File: config.mk
export PLATFORM = sky130hd
export DESIGN_NAME = cirm_regmap
export DESIGN_NICKNAME = d
export VERILOG_FILES = /design/src/common/cirm_pkg.sv /design/src/cirm_regmap.sv
export SDC_FILE = /design/constraint.sdc
export NUM_CORES = 1
export LEC_CHECK = 0
export BUFFER_PORTS_ARGS = -buffer_cell sky130_fd_sc_hd__buf_2
export CAP_MARGIN = 10
export CELL_PAD_IN_SITES_DETAIL_PLACEMENT = 1
export CELL_PAD_IN_SITES_GLOBAL_PLACEMENT = 1
export CORE_ASPECT_RATIO = 0.8
export CORE_UTILIZATION = 40
export DETAILED_ROUTE_END_ITERATION = 12
export PLACE_DENSITY = 0.76
export RECOVER_POWER = 50
export REMOVE_ABC_BUFFERS = 1
export SLEW_MARGIN = 20
export SYNTH_ARGS = -nofsm -noshare
export SYNTH_HDL_FRONTEND = slang
export SYNTH_SLANG_ARGS = --single-unit
File: constraint.sdc
create_clock -name clk_in -period 2.4 [get_ports clk_in]
set_clock_uncertainty 0.1 [all_clocks]
set_input_delay 0.24 -clock clk_in [delete_from_list [all_inputs] [get_ports clk_in]]
set_output_delay 0.24 -clock clk_in [all_outputs]
set_load 0.03 [all_outputs]
File: src/common/cirm_pkg.sv
// package for the controller information register map: codes, layout, types
package cirm_pkg;

	// ----------------------------------------------------------------
	// file numbers of the map
	// ----------------------------------------------------------------
	localparam logic [7:0] CIRM_FILE_INFO = 8'h12;
	localparam logic [7:0] CIRM_FILE_WIDE = 8'h13;
	localparam logic [7:0] CIRM_FILE_RSV_LO = 8'h14;
	localparam logic [7:0] CIRM_FILE_RSV_HI = 8'h2f;
	localparam logic [7:0] CIRM_FILE_SPL_LO = 8'h30;
	localparam logic [7:0] CIRM_FILE_SPL_HI = 8'h3f;
	localparam logic [7:0] CIRM_FILE_PLOT_LO = 8'h40;
	localparam logic [7:0] CIRM_FILES_PER_PLOT = 8'h18;

	// ----------------------------------------------------------------
	// element numbers inside the information file
	// ----------------------------------------------------------------
	localparam logic [7:0] CIRM_EL_BOOT_MD = 8'h60;
	localparam logic [7:0] CIRM_EL_BOOT_YR = 8'h61;
	localparam logic [7:0] CIRM_EL_LOAD_MD = 8'h62;
	localparam logic [7:0] CIRM_EL_LOAD_YR = 8'h63;
	localparam logic [7:0] CIRM_EL_CTRL_MD = 8'h64;
	localparam logic [7:0] CIRM_EL_CTRL_YR = 8'h65;
	localparam logic [7:0] CIRM_EL_RELEASE = 8'h66;
	localparam logic [7:0] CIRM_EL_FEATURE = 8'h67;

	// ----------------------------------------------------------------
	// release codes and feature bits
	// ----------------------------------------------------------------
	localparam logic [15:0] CIRM_REL_STANDARD = 16'h0000;
	localparam logic [15:0] CIRM_REL_BETA = 16'h0042;
	localparam logic [15:0] CIRM_REL_SUPERIMP = 16'h5349;
	localparam int CIRM_FEAT_SENSOR_BIT = 0;
	localparam int CIRM_FEAT_LOOP2MS_BIT = 1;

	// ----------------------------------------------------------------
	// sizes, reset values and latency
	// ----------------------------------------------------------------
	localparam int CIRM_AXES = 8;
	localparam int CIRM_NODE_MIN = 1;
	localparam int CIRM_NODE_MAX = 90;
	localparam logic [31:0] CIRM_RST_COUNTS = 32'h0000_0000;
	localparam logic [31:0] CIRM_RST_DATA = 32'h0000_0000;
	localparam int CIRM_READ_LATENCY = 2;

	typedef enum logic [1:0] {
		CIRM_RELEASE_STANDARD,
		CIRM_RELEASE_BETA,
		CIRM_RELEASE_SUPERIMP
	} cirm_release_t;

	// one register access from the messaging front end
	typedef struct packed {
		logic rd;
		logic wr;
		logic [7:0] file;
		logic [7:0] elem;
		logic [15:0] wdata;
	} cirm_req_t;

	// read answer; 16-bit files use the low half only
	typedef struct packed {
		logic valid;
		logic [31:0] data;
	} cirm_rsp_t;

	// one word for the spline engine
	typedef struct packed {
		logic valid;
		logic [11:0] index;
		logic [15:0] data;
	} cirm_spline_t;

	// plot memory fetch
	typedef struct packed {
		logic rd;
		logic [2:0] axis;
		logic [12:0] word;
	} cirm_plot_t;

endpackage : cirm_pkg

File: src/cirm_regmap.sv
// register map slice: firmware info, wide counts, reserved, spline, plot
`timescale 1ns/1ps
`default_nettype none
// Notes on behaviour
// - firmware month/day and year words per image
// - release code: zero, beta letter, or two-letter
// - feature bit one set for 2 ms loop
// - feature bit zero set when sensor io fitted
// - eight read-only 32-bit counts, low half matches
// - wide counts keep all bits past 16-bit range
// - reserved region reads zero, writes discarded
// - spline region write only, reads zero
// - spline writes forwarded as intervals and points
// - plot region read only, writes ignored
// - plot: eight contiguous blocks, ascending axis order
// - transfers are raw frames on one segment
// - unique node number 1 to 90 replaces address
module cirm_regmap import cirm_pkg::*; #(
	parameter logic [15:0] BOOT_MD = 16'h0101, // arbitrary
	parameter logic [15:0] BOOT_YR = 16'h0001, // arbitrary
	parameter logic [15:0] LOAD_MD = 16'h0101, // arbitrary
	parameter logic [15:0] LOAD_YR = 16'h0001, // arbitrary
	parameter logic [15:0] CTRL_MD = 16'h0101, // arbitrary
	parameter logic [15:0] CTRL_YR = 16'h0001, // arbitrary
	parameter cirm_release_t RELEASE = CIRM_RELEASE_STANDARD,
	parameter int NODE_NUMBER = 1 // arbitrary
) (
	// clock and reset
	input wire logic clk_in,
	input wire logic srst_in,
	// register access
	input wire cirm_req_t req_in,
	output cirm_rsp_t rsp_out,
	// straps from the board
	input wire logic loop_2ms_in,
	input wire logic sensor_discrete_io_in,
	// counts from the control loop
	input wire logic [CIRM_AXES-1:0][31:0] counts_in,
	input wire logic counts_update_in,
	// spline engine
	output cirm_spline_t spline_out,
	// plot memory
	output cirm_plot_t plot_out,
	input wire logic [15:0] plot_data_in,
	// network identity
	output logic [6:0] network_node_number_out
);

	// ----------------------------------------------------------------
	// elaboration checks
	// ----------------------------------------------------------------
	// the raw-frame front end can only address nodes in this range
	if (NODE_NUMBER < CIRM_NODE_MIN ||
		NODE_NUMBER > CIRM_NODE_MAX) begin : g_bad_node
		$error("node number outside 1 to 90");
	end

	// the node number output is seven bits wide
	if (CIRM_NODE_MAX > 127) begin : g_bad_node_width
		$error("node number does not fit seven bits");
	end

	// the axis field and the wide-count decode are three bits wide
	if (CIRM_AXES != 8) begin : g_bad_axes
		$error("decode assumes eight axes");
	end

	// the read pipeline below has exactly two register stages
	if (CIRM_READ_LATENCY != 2) begin : g_bad_latency
		$error("read pipeline has two stages");
	end

	// the spline index carries four bits of file number
	if (int'(CIRM_FILE_SPL_HI) - int'(CIRM_FILE_SPL_LO) != 15) begin : g_bad_spl
		$error("spline area must span sixteen files");
	end

	// the plot word carries five bits of file offset inside a block
	if (int'(CIRM_FILES_PER_PLOT) > 32) begin : g_bad_plot_len
		$error("plot block longer than thirty-two files");
	end

	// blocks sit back to back and must end at the top file number
	if (int'(CIRM_FILE_PLOT_LO) + CIRM_AXES * int'(CIRM_FILES_PER_PLOT) !=
		256) begin : g_bad_plot_end
		$error("plot blocks do not fill the file range");
	end

	// regions are told apart by range compares and must not overlap
	if (CIRM_FILE_WIDE >= CIRM_FILE_RSV_LO ||
		CIRM_FILE_RSV_HI >= CIRM_FILE_SPL_LO ||
		CIRM_FILE_SPL_HI >= CIRM_FILE_PLOT_LO) begin : g_bad_regions
		$error("file regions overlap");
	end

	// both feature bits must be distinct and in the low half
	if (CIRM_FEAT_SENSOR_BIT == CIRM_FEAT_LOOP2MS_BIT ||
		CIRM_FEAT_SENSOR_BIT > 15 || CIRM_FEAT_LOOP2MS_BIT > 15) begin : g_bad_feat
		$error("feature bits collide or do not fit");
	end

	// a release code of zero would read as a standard build
	if (CIRM_REL_BETA == CIRM_REL_STANDARD ||
		CIRM_REL_SUPERIMP == CIRM_REL_STANDARD) begin : g_bad_release
		$error("special release codes must be nonzero");
	end

	// the eight information words sit at consecutive elements
	if (CIRM_EL_FEATURE - CIRM_EL_BOOT_MD != 8'h07) begin : g_bad_info
		$error("information words not consecutive");
	end

	// ----------------------------------------------------------------
	// strap synchronisers
	// ----------------------------------------------------------------
	// straps are board pins and may change at any time
	logic [1:0] strap_meta_q, strap_meta_d;
	logic [1:0] strap_q, strap_d;

	always_comb begin
		strap_meta_d = {loop_2ms_in, sensor_discrete_io_in};
		strap_d = strap_meta_q;
	end

	always_ff @(posedge clk_in) begin
		if (srst_in) begin
			strap_meta_q <= 2'h0;
			strap_q <= 2'h0;
		end else begin
			strap_meta_q <= strap_meta_d;
			strap_q <= strap_d;
		end
	end

	// ----------------------------------------------------------------
	// count snapshots
	// ----------------------------------------------------------------
	// whole words are captured at once so a read never mixes halves
	logic [CIRM_AXES-1:0][31:0] counts_q, counts_d;

	always_comb begin
		counts_d = counts_q;
		if (counts_update_in) begin
			counts_d = counts_in;
		end
	end

	always_ff @(posedge clk_in) begin
		if (srst_in) begin
			counts_q <= {CIRM_AXES{CIRM_RST_COUNTS}};
		end else begin
			counts_q <= counts_d;
		end
	end

	// ----------------------------------------------------------------
	// decode helpers
	// ----------------------------------------------------------------
	// the build flavour is fixed when the block is built
	function automatic logic [15:0] release_code(input cirm_release_t r);
		case (r)
			CIRM_RELEASE_BETA: release_code = CIRM_REL_BETA;
			CIRM_RELEASE_SUPERIMP: release_code = CIRM_REL_SUPERIMP;
			default: release_code = CIRM_REL_STANDARD;
		endcase
	endfunction : release_code

	// plot blocks sit back to back from the first plot file upward
	function automatic cirm_plot_t plot_locate(input logic [7:0] file,
		input logic [7:0] elem);
		logic [7:0] rel;
		logic [7:0] base;
		cirm_plot_t p;
		rel = file - CIRM_FILE_PLOT_LO;
		p = '0;
		for (int a = 0; a < CIRM_AXES; a++) begin
			base = 8'(a * CIRM_FILES_PER_PLOT);
			if (rel >= base && rel < 8'(base + CIRM_FILES_PER_PLOT)) begin
				p.axis = 3'(a);
				p.word = {5'(rel - base), elem};
			end
		end
		return p;
	endfunction : plot_locate

	logic in_info, in_wide, in_rsv, in_spl, in_plot;

	always_comb begin
		in_info = req_in.file == CIRM_FILE_INFO;
		// wide counts answer only for axes that exist
		in_wide = req_in.file == CIRM_FILE_WIDE &&
			req_in.elem < 8'(CIRM_AXES);
		in_rsv = req_in.file >= CIRM_FILE_RSV_LO &&
			req_in.file <= CIRM_FILE_RSV_HI;
		in_spl = req_in.file >= CIRM_FILE_SPL_LO &&
			req_in.file <= CIRM_FILE_SPL_HI;
		// every file from the first plot file to the top is plot data
		in_plot = req_in.file >= CIRM_FILE_PLOT_LO;
	end

	// ----------------------------------------------------------------
	// read pipeline: stage one picks the word, stage two answers
	// ----------------------------------------------------------------
	// plot memory gets a full cycle, so every read answers on the
	// second edge after it is taken
	logic s1_valid_q, s1_valid_d;
	logic s1_plot_q, s1_plot_d;
	logic [31:0] s1_data_q, s1_data_d;
	cirm_plot_t plot_q, plot_d;
	cirm_rsp_t rsp_q, rsp_d;

	always_comb begin
		s1_valid_d = req_in.rd;
		s1_plot_d = 1'b0;
		s1_data_d = CIRM_RST_DATA;
		plot_d = '0;
		if (req_in.rd) begin
			if (in_info) begin
				case (req_in.elem)
					CIRM_EL_BOOT_MD: s1_data_d[15:0] = BOOT_MD;
					CIRM_EL_BOOT_YR: s1_data_d[15:0] = BOOT_YR;
					CIRM_EL_LOAD_MD: s1_data_d[15:0] = LOAD_MD;
					CIRM_EL_LOAD_YR: s1_data_d[15:0] = LOAD_YR;
					CIRM_EL_CTRL_MD: s1_data_d[15:0] = CTRL_MD;
					CIRM_EL_CTRL_YR: s1_data_d[15:0] = CTRL_YR;
					CIRM_EL_RELEASE: s1_data_d[15:0] = release_code(RELEASE);
					CIRM_EL_FEATURE: begin
						s1_data_d[CIRM_FEAT_LOOP2MS_BIT] = strap_q[1];
						s1_data_d[CIRM_FEAT_SENSOR_BIT] = strap_q[0];
					end
					default: s1_data_d = CIRM_RST_DATA;
				endcase
			end else if (in_wide) begin
				s1_data_d = counts_q[req_in.elem[2:0]];
			end else if (in_rsv || in_spl) begin
				// unused and write-only space still answers, with zero
				s1_data_d = CIRM_RST_DATA;
			end else if (in_plot) begin
				s1_plot_d = 1'b1;
				plot_d = plot_locate(req_in.file, req_in.elem);
				plot_d.rd = 1'b1;
			end
		end
		rsp_d.valid = s1_valid_q;
		rsp_d.data = s1_plot_q ? {16'h0000, plot_data_in} : s1_data_q;
	end

	always_ff @(posedge clk_in) begin
		if (srst_in) begin
			s1_valid_q <= 1'b0;
			s1_plot_q <= 1'b0;
			s1_data_q <= CIRM_RST_DATA;
			plot_q <= '0;
			rsp_q <= '0;
		end else begin
			s1_valid_q <= s1_valid_d;
			s1_plot_q <= s1_plot_d;
			s1_data_q <= s1_data_d;
			plot_q <= plot_d;
			rsp_q <= rsp_d;
		end
	end

	// ----------------------------------------------------------------
	// writes: only the spline area takes them
	// ----------------------------------------------------------------
	// reserved, plot, info and wide-count writes simply drop
	// a read in the same cycle shares no state with the write
	cirm_spline_t spline_q, spline_d;

	always_comb begin
		spline_d = '0;
		if (req_in.wr && in_spl) begin
			spline_d.valid = 1'b1;
			spline_d.index = {4'(req_in.file - CIRM_FILE_SPL_LO), req_in.elem};
			spline_d.data = req_in.wdata;
		end
		// in_rsv and in_plot writes produce nothing
	end

	always_ff @(posedge clk_in) begin
		if (srst_in) begin
			spline_q <= '0;
		end else begin
			spline_q <= spline_d;
		end
	end

	// ----------------------------------------------------------------
	// outputs
	// ----------------------------------------------------------------
	// all outputs leave from flops except the fixed node number
	always_comb begin
		rsp_out = rsp_q;
		plot_out = plot_q;
		spline_out = spline_q;
		// identity used by the raw-frame front end
		network_node_number_out = 7'(NODE_NUMBER);
	end

endmodule : cirm_regmap
`default_nettype wire

After elaboration in Yosys (flattened, before gate mapping)

Cells that the tools add are included.
Widths: inputs -> output; s select.

Register bits after elaboration: 373
Input bits: 311
Output and inout port bits: 86
Logic and storage cells: 107

Add/subtract/negate cells: 9
Magnitude comparators: 23
Equality and inequality tests: 9
Mux-type cells: 18
Bitwise gates (word level): 4
Reductions and logical operators: 21

Operators by type and width:

| kind                | count |
|---|---|
| $mux 16             | 10 |
| $bmux 32 s3         | 1 |
| $eq 8x7->1 const B  | 7 |
| $ge 8x7->1 const B  | 4 |
| $mux 32             | 1 |
| $mux 29             | 1 |
| $lt 8x7->1 const B  | 3 |
| $lt 8x8->1 const B  | 3 |
| $sub 5x5->5 const B | 4 |
| $mux 17             | 1 |
| $eq 8x5->1 const B  | 2 |
| $ge 8x5->1 const B  | 2 |
| $ge 8x6->1 const B  | 2 |
| $ge 8x8->1 const B  | 2 |
| $le 8x6->1 const B  | 2 |
| $mux 13             | 1 |
| $logic_and 1x1->1   | 12 |
| $reduce_or 6->1     | 2 |
| $sub 5x4->5 const B | 2 |
| $ge 8x1->1 const B  | 1 |
| $lt 8x4->1 const B  | 1 |
| $lt 8x5->1 const B  | 1 |
| $lt 8x6->1 const B  | 1 |
| $sub 8x7->8 const B | 1 |
| 12 further kinds    | 17 |

Depth between registers and ports, before layout

Word-level depth: 12
Depth in mapped cells: 9

Worst setup path after synthesis

OpenSTA, ideal clock, no wires.

Path kind: input -> register
Start: input port req_in[30] (netlist bit)
End: register plot_q (netlist bit plot_out[11])
Arrival: 1.724 ns
Data required time: 2.208 ns
Path slack: 0.484 ns
Cell stages on the path: 8
Path through: inv_1 ha_1 clkbuf_1 nor2b_1 a32o_1 a31oi_1 o311a_1 o32ai_1

Longest elaborated chain between the ends: 11
Elaborated cells on any way between the ends: 46

RTL lines:

| element                                  | line               | text |
|---|---|---|
| start, declared                          | cirm_regmap.sv:32  | `input wire cirm_req_t req_in,` |
| $sub 8x7->8                              | cirm_regmap.sv:174 | `rel = file - CIRM_FILE_PLOT_LO;` |
| $ge 8x1->1 or $lt 8x5->1 (tied branches) | cirm_regmap.sv:178 | `if (rel >= base && rel < 8'(base + CIRM_FILES_PER_PLOT)) begin` |
| $logic_and 1x1->1                        | cirm_regmap.sv:178 |  |
| $mux 13                                  | cirm_regmap.sv:178 |  |
| $mux 16 (7 in a row)                     | cirm_regmap.sv:178 |  |
| end signal, assigned                     | cirm_regmap.sv:259 | `plot_q <= plot_d;` |
| end, declared                            | cirm_regmap.sv:209 | `cirm_plot_t plot_q, plot_d;` |

Several ways; a longest one is shown, not always the timed one.
A chain may end at the register's enable or synchronous reset.

Worst setup path in the final report

Start: input port req_in[26] (netlist bit)
End: register plot_q (netlist bit plot_out[8])

Same word-level chain as after synthesis.

==> summary by stage <==
Setup path
The beginning of the worst register-to-register path is s1_plot_q. The worst setup path is captured at a flip-flop. For this run, the slowest stage of the critical path takes ~0.57 ns. The worst setup path is of the primary input to flip-flop kind. Of all nets on the critical path, the largest fanout is 11. The required time at the worst-slack endpoint is 2.77 ns. The slowest cell on the critical path is sky130_fd_sc_hd__or4_1.

For the worst flop-to-flop path, the logic depth is 2. The worst register-to-register path ends at rsp_out[20]. The critical path goes through dlygate4sd3_1 -> buf_2 -> or4_1 -> o221ai_2 -> nand2_1 -> a41oi_2 -> and2_1. The worst path buffer plus inverter count is 2. The launching element type of the critical path is a primary input. Setup slack on the worst reg-to-reg path comes out at 0.58 ns.

The gate family responsible for the most delay along the worst path is simple AND/OR/NAND/NOR gates. STA puts the critical path data arrival time at 2.61 ns.

Drt
The first-pass iteration count of the detailed router is 5. In the routed layout, each cell is associated on average with a via count of 5.083. Dividing the detail-routed wire length by the instance count gives between 20 and 25 um. The final layout contains routed wiring with a total length of 55.44 mm. Summing over every cut layer, the via total after detailed routing is 12680. The detailed router finished its first iteration with 716 violations. The number of routed nets with antenna violations is 0.

The count of unresolved DRC violations after routing is 0.

Synth
The most frequently used flop master after synthesis is sky130_fd_sc_hd__dfxtp_1. The async set-or-reset flop fraction in the synthesized netlist is 0%. The average instance in the mapped netlist occupies 11.19 um2. In this run, synthesis produced a sequential element count of 372. Counting flops with a built-in enable in the synthesized netlist gives 0.

Sorting the synthesized cells by area gives the leading types as sky130_fd_sc_hd__dfxtp_1 51%, sky130_fd_sc_hd__mux2i_1 21%, sky130_fd_sc_hd__mux4_2 9.9%. The number of instances in the synthesized netlist is about 1300. After synthesis, the netlist uses 50 different library cells. The synthesized design devotes to its leading area cell type 50.96% of total area.

The Yosys step of the flow raised 0 warnings. The post-synth design cell area is 0.01461 mm2. Of all cell types, the one taking the most synthesized area is sky130_fd_sc_hd__dfxtp_1. The register area share after synthesis is about half.

Die
The floorplan die width is 215.7 um. Row generation in the floorplan step produced 62 rows. The die covers 0.03731 mm2. The height of the die is 173.0 um.

The top-level I/O count is 397. For this configuration, the core starts out at a cell density of between 40% and 50%. The core area is approximately 0.036 mm2.

Cells and area
Summing all multi-input logic gate instances after layout gives 0.006694 mm2. The fill cell total of the finished layout is around 3800. In the final layout, the share of cells above drive strength 1 is around 28%. From synthesis to final layout, the design area changed by 46.67%. Cells fill 59.67% of the core in the end. The flip-flop and latch area is 0.007448 mm2. The number of nets in the final layout is 2287.

Power and ir drop
The leakage component of the power is 9.925 nW. In this run the power spent charging and discharging nets is 3.705 mW. The internal portion of the total power is 11.45 mW.

The cell area power density is between 700 and 800 mW/mm2. Net switching is roughly 24% of the power. The maximum VDD drop is 680.4 uV.

Combinational cells account for a little over an eighth of the total power. Of the total power, the clock network draws 43.3%. Per report_power, the sequential group accounts for 43.7% of the total.

STA
The share of the clock period used by the worst path is 93.50%. The number of hold-slack violations in the final timing report was 0. Setup repair after global routing left no endpoint under its margin.

The max-slew violation count was 130. In the final timing run, aggregate negative setup slack is 0 ns. The achievable frequency is around 0.45 GHz.

The transition time at the pin with the least slew margin is 1.532 ns. The worst pin sits at a relative slew slack of -2.146%. Setup violations remaining at the end of the flow were counted as 0. The post-route minimum period is 2.244 ns.

GRT
The via count of the first global-routing pass is 14490. The global-route wire length before repair is between 80 and 90 mm. After global routing the overflow that remains totals 0. The maximum number of pins on one net before global-route repair is 130. The initial antenna violation count is 17.

Global routing used 29.27% of the available tracks across all layers.

Placement
The placer's final routability congestion estimate is between 0.8 and 0.9. The half-perimeter wire length after placement is 30.01 mm. In this run the tool buffered the top-level ports with 389 buffer cells.

Flow run
Across the run, the number of max-cap violations was 1.

Min path
The worst hold path startpoint is req_in[18]. The path class of the tightest hold or removal check is primary input to flip-flop. The path with the worst hold slack has its endpoint at plot_out[2]. The number of instances on the worst hold path is 2.

Run status
The final reports fail on capacitance limit, slew limit. The flow ran to the end, but the final reports show violations.

Clock network
The TritonCTS clock tree is built. The number of levels the H-tree was split into is 2. The clock passes through at most 3 buffers. The cell sitting at the root of the clock tree is a sky130_fd_sc_hd__clkbuf_16. After clock tree synthesis, the clock-pin slew on the worst setup and hold paths is about 0.070 ns. Buffers inserted during clock tree synthesis total 39. The clock reaches the later pin of the worst-skew pair after between 0.5 and 0.6 ns. Counting every sink on the clock net gives ~370.
[stage by stage]
stage                     power, mW  hold WS [ns]  std cells  instance area, um2  setup WS (ns)
after floorplan               7.423        0.2116       1208               14170         0.4358
after global placement        8.151        0.3090       2108               17060         0.2099
after detailed placement      8.218        0.3146       2108               17060        0.09358
after CTS                     15.04       0.04975       2477               21430         0.2077
after global routing          15.66       0.06416       2492               21430        0.05012
final                         15.15       0.05449       2494               21430         0.1559
[placed cells by master (no fill, tap or decap), drive strengths merged, types with 2 or more instances in the layout]
cell type / synthesis / final
clkinv: 0 / 5
a31oi: 5 / 5
nor4b: 2 / 2
bufinv: 0 / 5
nand2: 10 / 10
o221ai: 2 / 2
nor2: 312 / 312
mux2i: 301 / 301
nor2b: 6 / 6
a2bb2oi: 3 / 3
buf: 57 / 414
dfxtp: 372 / 372
dlygate4sd3: 0 / 300
a21oi: 7 / 7
clkbuf: 46 / 65
and2: 55 / 55
conb: 2 / 7
a221oi: 2 / 2
inv: 8 / 8
or3b: 2 / 2
mux4: 64 / 64
nand3: 4 / 4
ha: 7 / 7
and3b: 2 / 2
o21ai: 3 / 3
nand3b: 3 / 3
mux2: 4 / 4
diode: 0 / 17
nand2b: 5 / 5
or2: 2 / 2
nor4: 2 / 2
o211ai: 3 / 3
[logic make-up (layout without fill, tap and decap cells)]
family                     count (synthesis)  in the layout  synth area share [%]
buffers and inverters                    111            797                 3.391
other                                      2             24               0.05139
and+or+nand+nor                          411            411                 12.40
muxes                                    369            369                 30.79
AOI/OAI and AO/OA                         34             34                 1.807
adders and majority gates                  7              7                0.5993
DFF                                      372            372                 50.96
[Yosys cell counts (all sizes together) (3+ instances only)]
cell     instances
nand2           10
a21oi            7
a2bb2oi          3
nand2b           5
nand3            4
clkbuf          46
a31oi            5
ha               7
nor2           312
mux2i          301
and2            55
nand3b           3
mux2             4
buf             57
nor2b            6
o21ai            3
o211ai           3
dfxtp          372
mux4            64
inv              8
[power by group through the flow]
stage	Combinational [mW]	Sequential (mW)	Clock, mW
floorplan	0.698	6.73	0
global placement	1.43	6.72	0
detailed placement	1.48	6.74	0
CTS	1.89	6.60	6.55
global route	2.10	6.65	6.91
finish	1.97	6.63	6.55
[how the worst max path moves through the flow]
stage	depth (start not counted)	to	slack, ns	start
floorplan	7	s1_data_q[10]	0.44	req_in[30]
global placement	8	plot_out[7]	0.21	req_in[30]
detailed placement	8	plot_out[1]	0.09	req_in[30]
CTS	7	plot_out[5]	0.21	req_in[26]
global route	7	plot_out[8]	0.05	req_in[26]
finish	7	plot_out[8]	0.16	req_in[26]
[per-layer routing]
| layer | GRT usage [%] | vias to the layer above | wire length [um] |
|---|---|---|---|
| met1 | 33.02 | 6261 | 21420 |
| met4 | 13.33 | 0 | 2409 |
| li1 | - | 5820 | - |
| met5 | 0 | - | 0 |
| met3 | 5.066 | 159 | 2583 |
| met2 | 53.54 | 438 | 29030 |
[worst reg2reg max path, delay by kind of cell (launching register included)]
kind	cells	cell delay [ns]
flops	1	0.48
simple gates	2	1.18
[repair_timing]
action / CTS / global route
resized for setup: 0 / 0
hold buffers: 300 / 0
endpoints found under the hold margin: 311 / 0
setup buffers: 0 / 0
[registers in the layout, indices dropped and copies added (netlist names)]
signal,cells
s1_plot_q,1
plot_out,16
strap_q,2
s1_valid_q,1
strap_d,2
counts_q,256
rsp_out,33
spline_out,29
s1_data_q,32
[area by class of cell]
| type | count | area share [%] |
|---|---|---|
| well taps | 480 | 2.802 |
| flip-flops and latches | 372 | 34.75 |
| repair buffers | 720 | 24.54 |
| diodes | 17 | 0.1985 |
| clock buffers | 59 | 5.522 |
| inverters | 8 | 0.1401 |
| multi-input cells | 828 | 31.23 |
| clock inverters | 10 | 0.8173 |
Power figures use the tool's default switching activity.
